**src/logic/flash_id_defs.vh**
```
// Constants for the power-down and identification instruction handler
// Notes on behaviour
// - Opcode B9h shifted in under low chip select requests deep power-down.
// - Power-down runs only if chip select rises right after the eighth bit.
// - Power-down state is reached within the entry delay after chip select rises.
// - While powered down only ABh is recognised; all else is ignored.
// - After reset the device is in normal standby, never powered down.
// - ABh then chip select high wakes the device after wake_delay.
// - ABh plus 3 dummy bytes returns the device code MSB first on falling edges.
// - The device code repeats until chip select rises.
// - ABh code read out of power-down wakes after wake_with_code_delay.
// - ABh arriving while busy is ignored and leaves the cycle untouched.
// - 90h plus zero 24-bit address returns manufacturer then device code.
// - 90h, 92h and 94h reads alternate manufacturer and device code until chip select rises.
// - 92h takes address two bits per clock and returns codes two bits per clock.
// - 94h takes address four bits per clock and returns codes four bits per clock.
// - 4Bh plus four dummy bytes returns the 64-bit unique number.
// - 9Fh returns manufacturer, memory_type_byte and capacity_byte MSB first.
// - 5Ah, 24-bit address, eight dummy clocks; table data starts on 40th falling edge.
// - Upper sixteen address bits are zero; low eight select the table start byte.
// - Busy reads 1 while a self-timed cycle runs and 0 once it is finished.
`ifndef FLASH_ID_DEFS_VH
`define FLASH_ID_DEFS_VH

// ------------------------------------------------------------------
// Opcodes
// ------------------------------------------------------------------
`define OP_POWER_DOWN   8'hB9
`define OP_RELEASE_ID   8'hAB
`define OP_MFR_DEV      8'h90
`define OP_MFR_DEV_DUAL 8'h92
`define OP_MFR_DEV_QUAD 8'h94
`define OP_UNIQUE_ID    8'h4B
`define OP_IDENTITY     8'h9F
`define OP_TABLE_READ   8'h5A

// ------------------------------------------------------------------
// Identity values (all arbitrary neutral values)
// ------------------------------------------------------------------
`define MFR_CODE        8'hA5
`define DEVICE_CODE     8'h11
`define MEMORY_TYPE     8'h60
`define CAPACITY        8'h12
`define UNIQUE_NUMBER   64'h0123_4567_89AB_CDEF
`define TABLE_SIG0      8'h53
`define TABLE_SIG1      8'h46
`define TABLE_SIG2      8'h44
`define TABLE_SIG3      8'h50
`define TABLE_FILL      8'hFF

// ------------------------------------------------------------------
// Preamble clocks after the opcode, and address clocks within it
// ------------------------------------------------------------------
`define PRE_RELEASE_ID  6'd24
`define PRE_MFR_DEV     6'd24
`define PRE_DUAL        6'd16
`define PRE_QUAD        6'd12
`define PRE_UNIQUE      6'd32
`define PRE_TABLE       6'd32
`define ADDR_SINGLE     5'd24
`define ADDR_DUAL       5'd12
`define ADDR_QUAD       5'd6

// ------------------------------------------------------------------
// Timing
// ------------------------------------------------------------------
`define CLK_PERIOD_NS   5
`define PD_ENTRY_NS     3000
`define WAKE_NS         3000
`define WAKE_CODE_NS    1800
`define PD_ENTRY_CYC    (`PD_ENTRY_NS / `CLK_PERIOD_NS)
`define WAKE_CYC        (`WAKE_NS / `CLK_PERIOD_NS)
`define WAKE_CODE_CYC   (`WAKE_CODE_NS / `CLK_PERIOD_NS)
`define PIN_LAT_CYC     4

`endif

```
**src/logic/byte_fifo.v**
```verilog
// Small synchronous FIFO with valid/ready on both sides
`timescale 1ns/10ps
module byte_fifo #(
   parameter WIDTH = 8,
   parameter DEPTH = 8,
   parameter AW    = 3
) (
   input  wire             clk,
   input  wire             reset,
   input  wire             clear,
   input  wire             in_valid,
   output wire             in_ready,
   input  wire [WIDTH-1:0] in_data,
   output wire             out_valid,
   input  wire             out_ready,
   output wire [WIDTH-1:0] out_data
);

   reg [WIDTH-1:0] mem [0:DEPTH-1];
   reg [AW-1:0]    wr_q;
   reg [AW-1:0]    rd_q;
   reg [AW:0]      cnt_q;

   wire push = in_valid & in_ready;
   wire pop  = out_valid & out_ready;

   assign in_ready  = (cnt_q != DEPTH[AW:0]);
   assign out_valid = (cnt_q != {(AW+1){1'b0}});
   assign out_data  = mem[rd_q];

   always @(posedge clk) begin
      if (push)
         mem[wr_q] <= in_data;
   end

   always @(posedge clk or posedge reset) begin
      if (reset) begin
         wr_q  <= {AW{1'b0}};
         rd_q  <= {AW{1'b0}};
         cnt_q <= {(AW+1){1'b0}};
      end else if (clear) begin
         wr_q  <= {AW{1'b0}};
         rd_q  <= {AW{1'b0}};
         cnt_q <= {(AW+1){1'b0}};
      end else begin
         if (push)
            wr_q <= wr_q + 1'b1;
         if (pop)
            rd_q <= rd_q + 1'b1;
         if (push & ~pop)
            cnt_q <= cnt_q + 1'b1;
         else if (pop & ~push)
            cnt_q <= cnt_q - 1'b1;
      end
   end

endmodule // byte_fifo

```
**src/logic/flash_pd_id.v**
```verilog
// Power-down and identification instruction handler of a serial flash
`timescale 1ns/10ps
`include "flash_id_defs.vh"
module flash_pd_id (
   input  wire       core_clk,
   input  wire       reset,
   input  wire       sclk_pin,
   input  wire       cs_n_pin,
   input  wire [3:0] io_in,
   input  wire       cycle_busy,
   output reg  [3:0] io_out,
   output reg  [3:0] io_oe,
   output reg        power_down,
   output reg        busy
);

   // ------------------------------------------------------------------
   // Local constants
   // ------------------------------------------------------------------
   localparam [1:0]  ST_OPC  = 2'h0;
   localparam [1:0]  ST_PRE  = 2'h1;
   localparam [1:0]  ST_DATA = 2'h2;
   localparam [1:0]  ST_IGN  = 2'h3;
   localparam [1:0]  W1      = 2'h0;
   localparam [1:0]  W2      = 2'h1;
   localparam [1:0]  W4      = 2'h2;
   // Sync, edge and output stages add cycles of their own, so the counts are
   // shortened to keep the whole delay seen at the pins within the limit
   localparam [31:0] PD_FULL       = `PD_ENTRY_CYC - `PIN_LAT_CYC;
   localparam [31:0] WAKE_FULL     = `WAKE_CYC - `PIN_LAT_CYC;
   localparam [31:0] WCODE_FULL    = `WAKE_CODE_CYC - `PIN_LAT_CYC;
   localparam [11:0] PD_CYC        = PD_FULL[11:0];
   localparam [11:0] WAKE_CYC      = WAKE_FULL[11:0];
   localparam [11:0] WAKE_CODE_CYC = WCODE_FULL[11:0];

   // ------------------------------------------------------------------
   // Functions
   // ------------------------------------------------------------------
   // {known, preamble clocks, address clocks, lane width}
   function [13:0] cmd_info;
      input [7:0] op;
      begin
         case (op)
            `OP_RELEASE_ID:   cmd_info = {1'b1, `PRE_RELEASE_ID, 5'd0, W1};
            `OP_MFR_DEV:      cmd_info = {1'b1, `PRE_MFR_DEV, `ADDR_SINGLE, W1};
            `OP_MFR_DEV_DUAL: cmd_info = {1'b1, `PRE_DUAL, `ADDR_DUAL, W2};
            `OP_MFR_DEV_QUAD: cmd_info = {1'b1, `PRE_QUAD, `ADDR_QUAD, W4};
            `OP_UNIQUE_ID:    cmd_info = {1'b1, `PRE_UNIQUE, 5'd0, W1};
            `OP_IDENTITY:     cmd_info = {1'b1, 6'd0, 5'd0, W1};
            `OP_TABLE_READ:   cmd_info = {1'b1, `PRE_TABLE, `ADDR_SINGLE, W1};
            default:          cmd_info = 14'h0000;
         endcase
      end
   endfunction

   function [7:0] table_byte;
      input [7:0] a;
      begin
         case (a)
            8'h00:   table_byte = `TABLE_SIG0;
            8'h01:   table_byte = `TABLE_SIG1;
            8'h02:   table_byte = `TABLE_SIG2;
            8'h03:   table_byte = `TABLE_SIG3;
            default: table_byte = `TABLE_FILL;
         endcase
      end
   endfunction

   function [7:0] out_byte;
      input [7:0] op;
      input [7:0] idx;
      reg   [63:0] uid;
      begin
         uid = `UNIQUE_NUMBER;
         case (op)
            `OP_RELEASE_ID:
               out_byte = `DEVICE_CODE;
            `OP_MFR_DEV, `OP_MFR_DEV_DUAL, `OP_MFR_DEV_QUAD:
               out_byte = idx[0] ? `DEVICE_CODE : `MFR_CODE;
            `OP_UNIQUE_ID:
               out_byte = uid[8'd63 - {idx[2:0], 3'b000} -: 8];
            `OP_IDENTITY:
               out_byte = (idx[1:0] == 2'd0) ? `MFR_CODE :
                          (idx[1:0] == 2'd1) ? `MEMORY_TYPE : `CAPACITY;
            `OP_TABLE_READ:
               out_byte = table_byte(idx);
            default:
               out_byte = `TABLE_FILL;
         endcase
      end
   endfunction

   // ------------------------------------------------------------------
   // Pin synchronisers and edge detection
   // ------------------------------------------------------------------
   reg       sclk_s1_q, sclk_s2_q, sclk_s3_q;
   reg       cs_s1_q, cs_s2_q, cs_s3_q;
   reg [3:0] io_s1_q, io_s2_q;

   always @(posedge core_clk or posedge reset) begin
      if (reset) begin
         sclk_s1_q <= 1'b0;
         sclk_s2_q <= 1'b0;
         sclk_s3_q <= 1'b0;
         cs_s1_q   <= 1'b1;
         cs_s2_q   <= 1'b1;
         cs_s3_q   <= 1'b1;
         io_s1_q   <= 4'h0;
         io_s2_q   <= 4'h0;
      end else begin
         sclk_s1_q <= sclk_pin;
         sclk_s2_q <= sclk_s1_q;
         sclk_s3_q <= sclk_s2_q;
         cs_s1_q   <= cs_n_pin;
         cs_s2_q   <= cs_s1_q;
         cs_s3_q   <= cs_s2_q;
         io_s1_q   <= io_in;
         io_s2_q   <= io_s1_q;
      end
   end

   wire cs_low    = ~cs_s2_q;
   wire cs_rise   = cs_s2_q & ~cs_s3_q;
   wire sclk_rise = sclk_s2_q & ~sclk_s3_q & cs_low;
   wire sclk_fall = ~sclk_s2_q & sclk_s3_q & cs_low;

   // ------------------------------------------------------------------
   // Instruction state
   // ------------------------------------------------------------------
   reg [1:0]  st_q;
   reg [7:0]  op_q;
   reg [2:0]  bitc_q;
   reg [5:0]  pre_q;
   reg [4:0]  addrc_q;
   reg [1:0]  wid_q;
   reg [23:0] addr_q;
   reg [7:0]  idx_q;
   reg        op_ok_q;
   reg        extra_q;
   reg        acc_q;
   reg        pd_q;
   reg [11:0] tmr_q;
   reg        tmr_wake_q;

   wire [7:0]  op_next = {op_q[6:0], io_s2_q[0]};
   wire [13:0] info    = cmd_info(op_next);
   wire        tmr_run = (tmr_q != 12'h000);
   // While a delay runs nothing is accepted; a busy cycle blocks these reads
   wire        allowed = ~tmr_run & ~cycle_busy &
                         (~pd_q | (op_next == `OP_RELEASE_ID));
   reg  [23:0] addr_n;

   always @* begin
      case (wid_q)
         W2:      addr_n = {addr_q[21:0], io_s2_q[1:0]};
         W4:      addr_n = {addr_q[19:0], io_s2_q[3:0]};
         default: addr_n = {addr_q[22:0], io_s2_q[0]};
      endcase
      if (addrc_q == 5'd0)
         addr_n = addr_q;
   end

   // ------------------------------------------------------------------
   // FIFO between byte producer and output shifter
   // ------------------------------------------------------------------
   wire       f_in_ready;
   wire       f_out_valid;
   wire [7:0] f_out_data;
   wire       f_push = (st_q == ST_DATA) & cs_low & f_in_ready;
   reg        f_pop;

   byte_fifo #(
      .WIDTH (8),
      .DEPTH (8),
      .AW    (3)
   ) u_fifo (
      .clk       (core_clk),
      .reset     (reset),
      .clear     (~cs_low),
      .in_valid  ((st_q == ST_DATA) & cs_low),
      .in_ready  (f_in_ready),
      .in_data   (out_byte(op_q, idx_q)),
      .out_valid (f_out_valid),
      .out_ready (f_pop),
      .out_data  (f_out_data)
   );

   // ------------------------------------------------------------------
   // Command sequencing
   // ------------------------------------------------------------------
   always @(posedge core_clk or posedge reset) begin
      if (reset) begin
         st_q    <= ST_OPC;
         op_q    <= 8'h00;
         bitc_q  <= 3'd0;
         pre_q   <= 6'd0;
         addrc_q <= 5'd0;
         wid_q   <= W1;
         addr_q  <= 24'h000000;
         idx_q   <= 8'h00;
         op_ok_q <= 1'b0;
         extra_q <= 1'b0;
         acc_q   <= 1'b0;
      end else if (~cs_low) begin
         st_q    <= ST_OPC;
         bitc_q  <= 3'd0;
         op_ok_q <= 1'b0;
         extra_q <= 1'b0;
         acc_q   <= 1'b0;
      end else begin
         if (f_push) begin
            if (op_q == `OP_IDENTITY && idx_q == 8'd2)
               idx_q <= 8'h00;
            else
               idx_q <= idx_q + 8'h01;
         end
         if (sclk_rise) begin
            case (st_q)
               ST_OPC: begin
                  op_q   <= op_next;
                  bitc_q <= bitc_q + 3'd1;
                  if (bitc_q == 3'd7) begin
                     op_ok_q <= 1'b1;
                     acc_q   <= allowed;
                     pre_q   <= info[12:7];
                     addrc_q <= info[6:2];
                     wid_q   <= info[1:0];
                     addr_q  <= 24'h000000;
                     idx_q   <= 8'h00;
                     if (~allowed | ~info[13])
                        st_q <= ST_IGN;
                     else if (info[12:7] == 6'd0)
                        st_q <= ST_DATA;
                     else
                        st_q <= ST_PRE;
                  end
               end
               ST_PRE: begin
                  extra_q <= 1'b1;
                  addr_q  <= addr_n;
                  if (addrc_q != 5'd0)
                     addrc_q <= addrc_q - 5'd1;
                  pre_q <= pre_q - 6'd1;
                  if (pre_q == 6'd1) begin
                     st_q <= ST_DATA;
                     if (op_q == `OP_TABLE_READ)
                        idx_q <= addr_n[7:0];
                     else if (op_q != `OP_UNIQUE_ID)
                        idx_q <= {7'd0, addr_n[0]};
                  end
               end
               default:
                  extra_q <= 1'b1;
            endcase
         end
      end
   end

   // ------------------------------------------------------------------
   // Power-down entry and release
   // ------------------------------------------------------------------
   always @(posedge core_clk or posedge reset) begin
      if (reset) begin
         pd_q       <= 1'b0;
         tmr_q      <= 12'h000;
         tmr_wake_q <= 1'b0;
      end else if (tmr_run) begin
         tmr_q <= tmr_q - 12'h001;
         if (tmr_q == 12'h001)
            pd_q <= ~tmr_wake_q;
      end else if (cs_rise & acc_q & op_ok_q) begin
         if (op_q == `OP_POWER_DOWN && ~extra_q && ~pd_q) begin
            tmr_q      <= PD_CYC;
            tmr_wake_q <= 1'b0;
         end else if (op_q == `OP_RELEASE_ID && pd_q) begin
            tmr_wake_q <= 1'b1;
            // A read of the code takes the shorter recovery
            tmr_q      <= extra_q ? WAKE_CODE_CYC : WAKE_CYC;
         end
      end
   end

   // ------------------------------------------------------------------
   // Output shifter, bits change on falling clock edges
   // ------------------------------------------------------------------
   reg [7:0] sh_q;
   reg [3:0] left_q;
   reg [7:0] cur;
   reg [3:0] step;
   reg       shift_now;
   reg [3:0] lanes;
   reg [3:0] oe_lanes;

   always @* begin
      cur       = (left_q == 4'd0) ? f_out_data : sh_q;
      shift_now = sclk_fall & (st_q == ST_DATA) &
                  ((left_q != 4'd0) | f_out_valid);
      f_pop     = shift_now & (left_q == 4'd0);
      case (wid_q)
         W2: begin
            step     = 4'd2;
            lanes    = {2'b00, cur[7:6]};
            oe_lanes = 4'b0011;
         end
         W4: begin
            step     = 4'd4;
            lanes    = cur[7:4];
            oe_lanes = 4'b1111;
         end
         default: begin
            step     = 4'd1;
            lanes    = {2'b00, cur[7], 1'b0};
            oe_lanes = 4'b0010;
         end
      endcase
   end

   always @(posedge core_clk or posedge reset) begin
      if (reset) begin
         sh_q   <= 8'h00;
         left_q <= 4'd0;
         io_out <= 4'h0;
         io_oe  <= 4'h0;
      end else if (~cs_low) begin
         left_q <= 4'd0;
         io_oe  <= 4'h0;
      end else if (shift_now) begin
         io_out <= lanes;
         io_oe  <= oe_lanes;
         sh_q   <= cur << step;
         left_q <= ((left_q == 4'd0) ? 4'd8 : left_q) - step;
      end
   end

   // ------------------------------------------------------------------
   // Status outputs
   // ------------------------------------------------------------------
   always @(posedge core_clk or posedge reset) begin
      if (reset) begin
         power_down <= 1'b0;
         busy       <= 1'b0;
      end else begin
         power_down <= pd_q;
         busy       <= cycle_busy;
      end
   end

endmodule // flash_pd_id

```
**config.mk**
```make
export PLATFORM = sky130hd
export DESIGN_NAME = flash_pd_id
export DESIGN_NICKNAME = d
export VERILOG_FILES = /design/src/logic/byte_fifo.v /design/src/logic/flash_pd_id.v
export VERILOG_INCLUDE_DIRS = /design/src /design/src/logic
export SDC_FILE = /design/constraint.sdc
export NUM_CORES = 1
export LEC_CHECK = 0
export ABC_AREA = 1
export BUFFER_PORTS_ARGS = -buffer_cell sky130_fd_sc_hd__buf_2
export CORE_MARGIN = 4
export CORE_UTILIZATION = 60
export CTS_CLUSTER_DIAMETER = 150
export DETAILED_ROUTE_END_ITERATION = 10
export PLACE_DENSITY = 0.77
export SLEW_MARGIN = 15
export SYNTH_ARGS = -nofsm -noshare
export SYNTH_HDL_FRONTEND = slang
export SYNTH_SLANG_ARGS = --single-unit
```
**constraint.sdc**
```tcl
create_clock -name core_clk -period 3.79 [get_ports core_clk]
set_input_delay 0.5685 -clock core_clk [delete_from_list [all_inputs] [get_ports core_clk]]
set_output_delay 0.5685 -clock core_clk [all_outputs]
set_load 0.1 [all_outputs]
```
* Word level (Yosys, flattened, before mapping) *
Memories as Yosys holds them, arrays and structs flattened.
Cells that the tools add are included.
Widths: inputs -> output; s select.

word-level totals
  register bits = 105
  RAM bits = 64
  input port bits = 9
  word-level logic and storage cells = 219
  memories = 1

operators by class
  add/subtract/negate cells = 11
  equality and inequality tests = 33
  shifts and indexed selects = 2
  muxes and demuxes = 69
  bitwise operators = 33
  reduce and logical (&&, ||, !) cells = 39

memory list
  name        depth  bits a word  read ports  clocked after memory_dff  wr ports  line            RTL
  u_fifo.mem  8      8            1           0                         1         byte_fifo.v:19  reg [WIDTH-1:0] mem [0:DEPTH-1];

operators by type and width
  cell                     count
  $pmux 14 s7              1
  $eq 8x8->1 const B       11
  $mux 8                   10
  $shiftx 71x9->8 const A  1
  $mux 12                  4
  $pmux 8 s5               1
  $pmux 9 s2               2
  $eq 8x7->1 const B       4
  $mux 4                   8
  $pmux 8 s4               1
  $mux 3                   7
  $mux 9                   2
  $reduce_bool 2->1        9
  $and 1x1->1              17
  $eq 8x2->1 const B       2
  $pmux 4 s2               2
  $pmux 8 s2               1
  $mux 1                   15
  $not 1->1                13
  $eq 12x1->1 const B      1
  $mux 2                   6
  $pmux 6 s2               1
  $reduce_and 4->1         3
  $reduce_bool 12->1       1
  other kinds (40)         64

* Depth between registers and ports, before layout *
  word-level depth = 11
  gate-level depth with buffers = 13
  depth with buffers taken out = 13

* Hierarchy *
Synthesis repeated with hierarchy kept, for this count alone.

unflattened totals
  cell total of the unflattened synthesis = 1,038
  area, all modules = 8,869.8 sq um

by module, submodules not included
  module       instances  cells each  area each (sq um)  seq. area each (sq um)
  flash_pd_id  1          768         5,699.2            2,356.0
  byte_fifo    1          270         3,170.5            2,172.1

* Least setup slack after synthesis *
No wires, ideal clock.

  path type = register to register
  start = register cs_s2_q
  end = register u_fifo.cnt_q[3]
  data arrival time = 1,896 ps
  path slack = 1,772 ps
  cell stages (with the launch flop) = 14
  buffers on the path = 0
  period minus slack after synthesis = 2,018 ps
  cells stage by stage = dfstp_2 -> inv_2 -> nand3_1 -> inv_1 -> nand2_2 -> inv_2 -> nand2_2 -> ha_1 -> a21oi_1 -> nand2_1 -> xor2_1 -> xnor2_1 -> nand2_1 -> o21ai_1

between the ends
  longest elaborated chain between the ends = 10
  elaborated cells between the ends (all ways) = 15
  classes of those cells = mux: 2; bitwise: 12; reduce/logical: 1

RTL lines
  item                        line               RTL
  start, declared             flash_pd_id.v:97   reg cs_s1_q, cs_s2_q, cs_s3_q;
  start signal, assigned      flash_pd_id.v:115  cs_s2_q <= cs_s1_q;
  $not 1->1 (no source line)  n/a
  $and 1x1->1                 flash_pd_id.v:125  wire sclk_fall = ~sclk_s2_q & sclk_s3_q & cs_low;
  $and 1x1->1 (2 in series)   flash_pd_id.v:296  shift_now = sclk_fall & (st_q == ST_DATA) &
  $and 1x1->1                 flash_pd_id.v:298  f_pop = shift_now & (left_q == 4'd0);
  $and 1x1->1                 byte_fifo.v:25     wire pop = out_valid & out_ready;
  $not 1->1                   byte_fifo.v:50     if (push & ~pop)
  $and 1x1->1                 byte_fifo.v:50
  $mux 4                      byte_fifo.v:50
  $mux 4                      byte_fifo.v:41     end else if (clear) begin
  end signal, assigned        byte_fifo.v:40     cnt_q <= {(AW+1){1'b0}};
  end signal, assigned        byte_fifo.v:44     cnt_q <= {(AW+1){1'b0}};
  end signal, assigned        byte_fifo.v:51     cnt_q <= cnt_q + 1'b1;
  end, declared               byte_fifo.v:22     reg [AW:0] cnt_q;

Parallel ways exist; a longest one is shown, timed or not.
A chain may end at the register's enable or synchronous reset.

* Worst setup path in the final report *
  start = register left_q[1]
  end = register u_fifo.cnt_q[3]

between the ends
  longest elaborated chain between the ends = 9
  elaborated cells between the ends (all ways) = 12
  classes of those cells = mux: 2; bitwise: 7; reduce/logical: 3

RTL lines
  item                    line               RTL
  start, declared         flash_pd_id.v:287  reg [3:0] left_q;
  start signal, assigned  flash_pd_id.v:331  left_q <= ((left_q == 4'd0) ? 4'd8 : left_q) - step;
  $reduce_bool 4->1       flash_pd_id.v:297  ((left_q != 4'd0) | f_out_valid);
  $or 1x1->1              flash_pd_id.v:297
  $and 1x1->1             flash_pd_id.v:296
  $and 1x1->1 *           flash_pd_id.v:298
  $and 1x1->1 *           byte_fifo.v:25
  $not 1->1               byte_fifo.v:50
  $and 1x1->1             byte_fifo.v:50
  $mux 4                  byte_fifo.v:50
  $mux 4                  byte_fifo.v:41

Mark *: on every way between the ends. The rest lies on a longest branch, timed or not.

==> run_results.csv <==
group,metric,value,unit
outcome,status,"completed",
sta,worst_slack,1.01,ns
sta,tns,0,ns
clocking,cts.sinks,168,
floorplanning,start_util,62.2,%
cells_and_area,syn2layout_area_growth,9.19,%
flow_run,cap_viol_max_count,0,
placement,dp_hpwl,13600,um
routing,firstDrtPassIters,6,
synth,async_flop_share,61.9,%
clocking,htreeDepth,4,
cells_and_area,antenna_cells,0,
clocking,path_clk_slew,0.07,ns
synth,synth.most_common_cell,"nand2_1",
synth,synth_edf_count,64,
grt,track_usage,24.5,%
clocking,cts.repair.resized,0,
worst_hold_path,hp-class,"in -> reg",
sta,rsz0062_at_grt,"false",
synth,synthCells,1027,
placement,dpl_worst_slack,1.17,ns
floorplanning,row_count,43,
grt,antenna_found_initial,0,
routing,drtIter0Drc,755,
cells_and_area,layout-drive-gt1-share,9.50,%
worst_setup_path,worstPathMaxFanout,12,
sta,worst_clock_skew,0.00830,ns
synth,synth_top_area_cell,"dfrtp_1",
sta,post-route-min-period,2.78,ns
routing,wirelength,19100,um
worst_setup_path,worst_setup_path_end_kind,"flip-flop",
sta,post-route-period-util,73.5,%
worst_setup_path,path_class,"reg -> reg",
pwr,leakage,4.44,nW
synth,synth_nets,1061,
synth,post_synth_most_frequent_cells,"230 x nand2_1, 130 x inv_1, 106 x nor2_1",
clocking,postCtsSetupBuffers,0,
pwr,power_frac_clock,42.2,%
worst_setup_path,max_stage_delay,0.45,ns
floorplanning,coreArea,0.0140,sq mm
clocking,cts_tree,"yes",
routing,drtAntennaViolNets,0,
sta,tightestPinTransition,0.961,ns
pwr,total_power,4.03,mW
placement,place_inst,1201,
pwr,p_int,3.02,mW
worst_setup_path,worstPathBufferInverterCount,2,
placement,port-buffer-count,18,
pwr,net-switching-power,1.01,mW
worst_setup_path,worstPathRequired,4.15,ns
cells_and_area,regArea,0.00453,sq mm
worst_setup_path,crit_slowest_cell,"inv_1",
cells_and_area,fillers,1114,
routing,drcViolationCount,0,
worst_setup_path,start_kind,"flip-flop",
sta,hold_viol,0,
synth,yosysUniqueCellTypes,48,
pwr,pwr-share-seq,49.9,%
sta,relSlewSlack,35.7,%
worst_setup_path,cp_top_family,"simple AND/OR/NAND/NOR gates",
routing,vias,6952,
grt,grt-ovfl-total,0,
worst_setup_path,crit_chain,"inv_1, nand4_1, inv_1, nand3_1, nand2_2, ha_1, a21oi_1, nand2_1, xor2_1, xnor2_1, nand2_1, o21ai_1",
clocking,clkLatencyLatePin,0.43,ns
worst_setup_path,worstPathArrival,3.14,ns
clocking,cts_buffers,17,
sta,max_freq,359,MHz
floorplanning,chipWidth,129,um
sta,slew_viol_final,0,
cells_and_area,multi_input_area,0.00352,sq mm
floorplanning,ios,19,
synth,synth_top_area_share,29.0,%
grt,grt_pass1_wl,31900,um
synth,synth-seq-cells,168,
cells_and_area,stdcell_count,1233,
pwr,irDropWorstVdd,0.462,mV
pwr,power_frac_comb,7.9,%
floorplanning,die_y,129,um
clocking,clockBufferDepth,2,
cells_and_area,layout.nets,1074,
clocking,cts.hold.buffers_added,0,
synth,yosysSeqAreaShare,51.9,%
sta,setup_viol,0,
clocking,root_buffer,"clkbuf_16",
placement,gp_congestion,0.935,
synth,synth_area_leaders,"dfrtp_1 29%, edfxtp_1 22%, nand2_1 9.9%, inv_1 5.6%, nand3_1 4.7%",
grt,grt_pass1_vias,6535,
routing,wl_per_cell,15.5,um
pwr,sw_frac_of_total,25.0,%
synth,syn-cell-area,0.00873,sq mm
synth,syn_avg_cell_area,8.50,sq um
routing,viasPerCell,5.64,
grt,grt_max_degree,61,
pwr,powerDensity,423,mW/mm^2
synth,synthFlopType,"dfrtp_1",
floorplanning,dieArea,0.0165,sq mm
synth,yosys_warnings,0,
## cells by family after synthesis
group	Yosys count	synth area share, %
adder cells (fa/ha/maj)	25	3.76
AND/OR/NAND/NOR	479	24.2
buffers and inverters	173	7.81
AO/OA/AOI/OAI	166	10.8
XOR/XNOR	16	1.61
flip-flops	168	51.9
## path summary, 6_finish.rpt
kind	startpoint	endpoint	cells past startpoint	slack (ns)
max	left_q[1]	u_fifo.cnt_q[3]	12	1.01
min	cs_n_pin	cs_s1_q	1	0.23
max reg2reg	left_q[1]	u_fifo.cnt_q[3]	12	1.01
min reg2reg	sclk_s1_q	sclk_s2_q	0	0.35
max in group asynchronous	reset	cs_s1_q	3	2.67
min in group asynchronous	reset	tmr_q[10]	2	0.26
## routing by layer
metal	track usage (%)	up-vias	wire length, um
met5	0	-	0
li1	-	3420	-
met4	8.59	0	417
met3	4.03	32	899
met1	32.9	3306	8550
met2	40.7	194	9280
## worst reg2reg max path, delay by kind of cell, from the launching register on
| kind | cells | cell delay, ns |
|---|---|---|
| XOR/XNOR | 2 | 0.36 |
| AO/OA/AOI/OAI | 2 | 0.22 |
| buffers and inverters | 2 | 0.53 |
| flip-flops | 1 | 0.41 |
| AND/OR/NAND/NOR | 5 | 0.93 |
| adder cells (fa/ha/maj) | 1 | 0.27 |
## cell usage in the layout, fill, tap and decap left out, types with 5 or more instances in the layout
master	netlist	final
a21oi_1	31	31
buf_2	14	18
buf_4	4	8
clkbuf_16	0	17
dfrtp_1	101	101
edfxtp_1	64	64
ha_1	23	23
inv_1	130	129
inv_2	10	10
nand2_1	230	230
nand2_2	6	6
nand3_1	82	82
nand4_1	15	15
nor2_1	106	106
nor3_1	12	12
nor3_2	8	8
nor4_1	6	6
o211ai_1	13	13
o21ai_0	80	80
o21ai_1	9	9
o22ai_1	12	12
xnor2_1	5	5
xor2_1	11	11
## registers in the layout, summed over array words and instances (netlist names), 5 cells and up
register    cells
addr_q          8
addrc_q         5
idx_q           8
op_q            8
pre_q           6
sh_q            8
tmr_q          12
u_fifo.mem     64
## layout make-up
cell class                      count  area share, %
Tap cell                          180           2.36
Clock inverter                     14           1.55
Inverter                          141           5.58
Clock buffer                       18           4.50
Multi-Input combinational cell    686           36.9
Sequential cell                   168           47.5
Timing Repair Buffer               26           1.58
## power by group through the flow
stage	clock network [mW]	registers (mW)	logic (mW)
after detailed placement	0	2.05	0.314
after floorplan	0	2.03	0.242
after global placement	0	2.04	0.304
final	1.70	2.01	0.319
after CTS	1.72	2.01	0.321
after global routing	1.80	2.02	0.366
## per-stage QoR
| step | cell area (sq um) | util [%] | hold WS (ns) |
|---|---|---|---|
| CTS | 9530 | 67.9 | 0.219 |
| finish | 9530 | 67.9 | 0.233 |
| floorplan | 8730 | - | 0.331 |
| detailed placement | 8950 | 63.8 | 0.335 |
| global placement | 8950 | 63.8 | 0.332 |
| global route | 9530 | 67.9 | 0.227 |
Note: power is estimated with default switching activity, not from simulation.
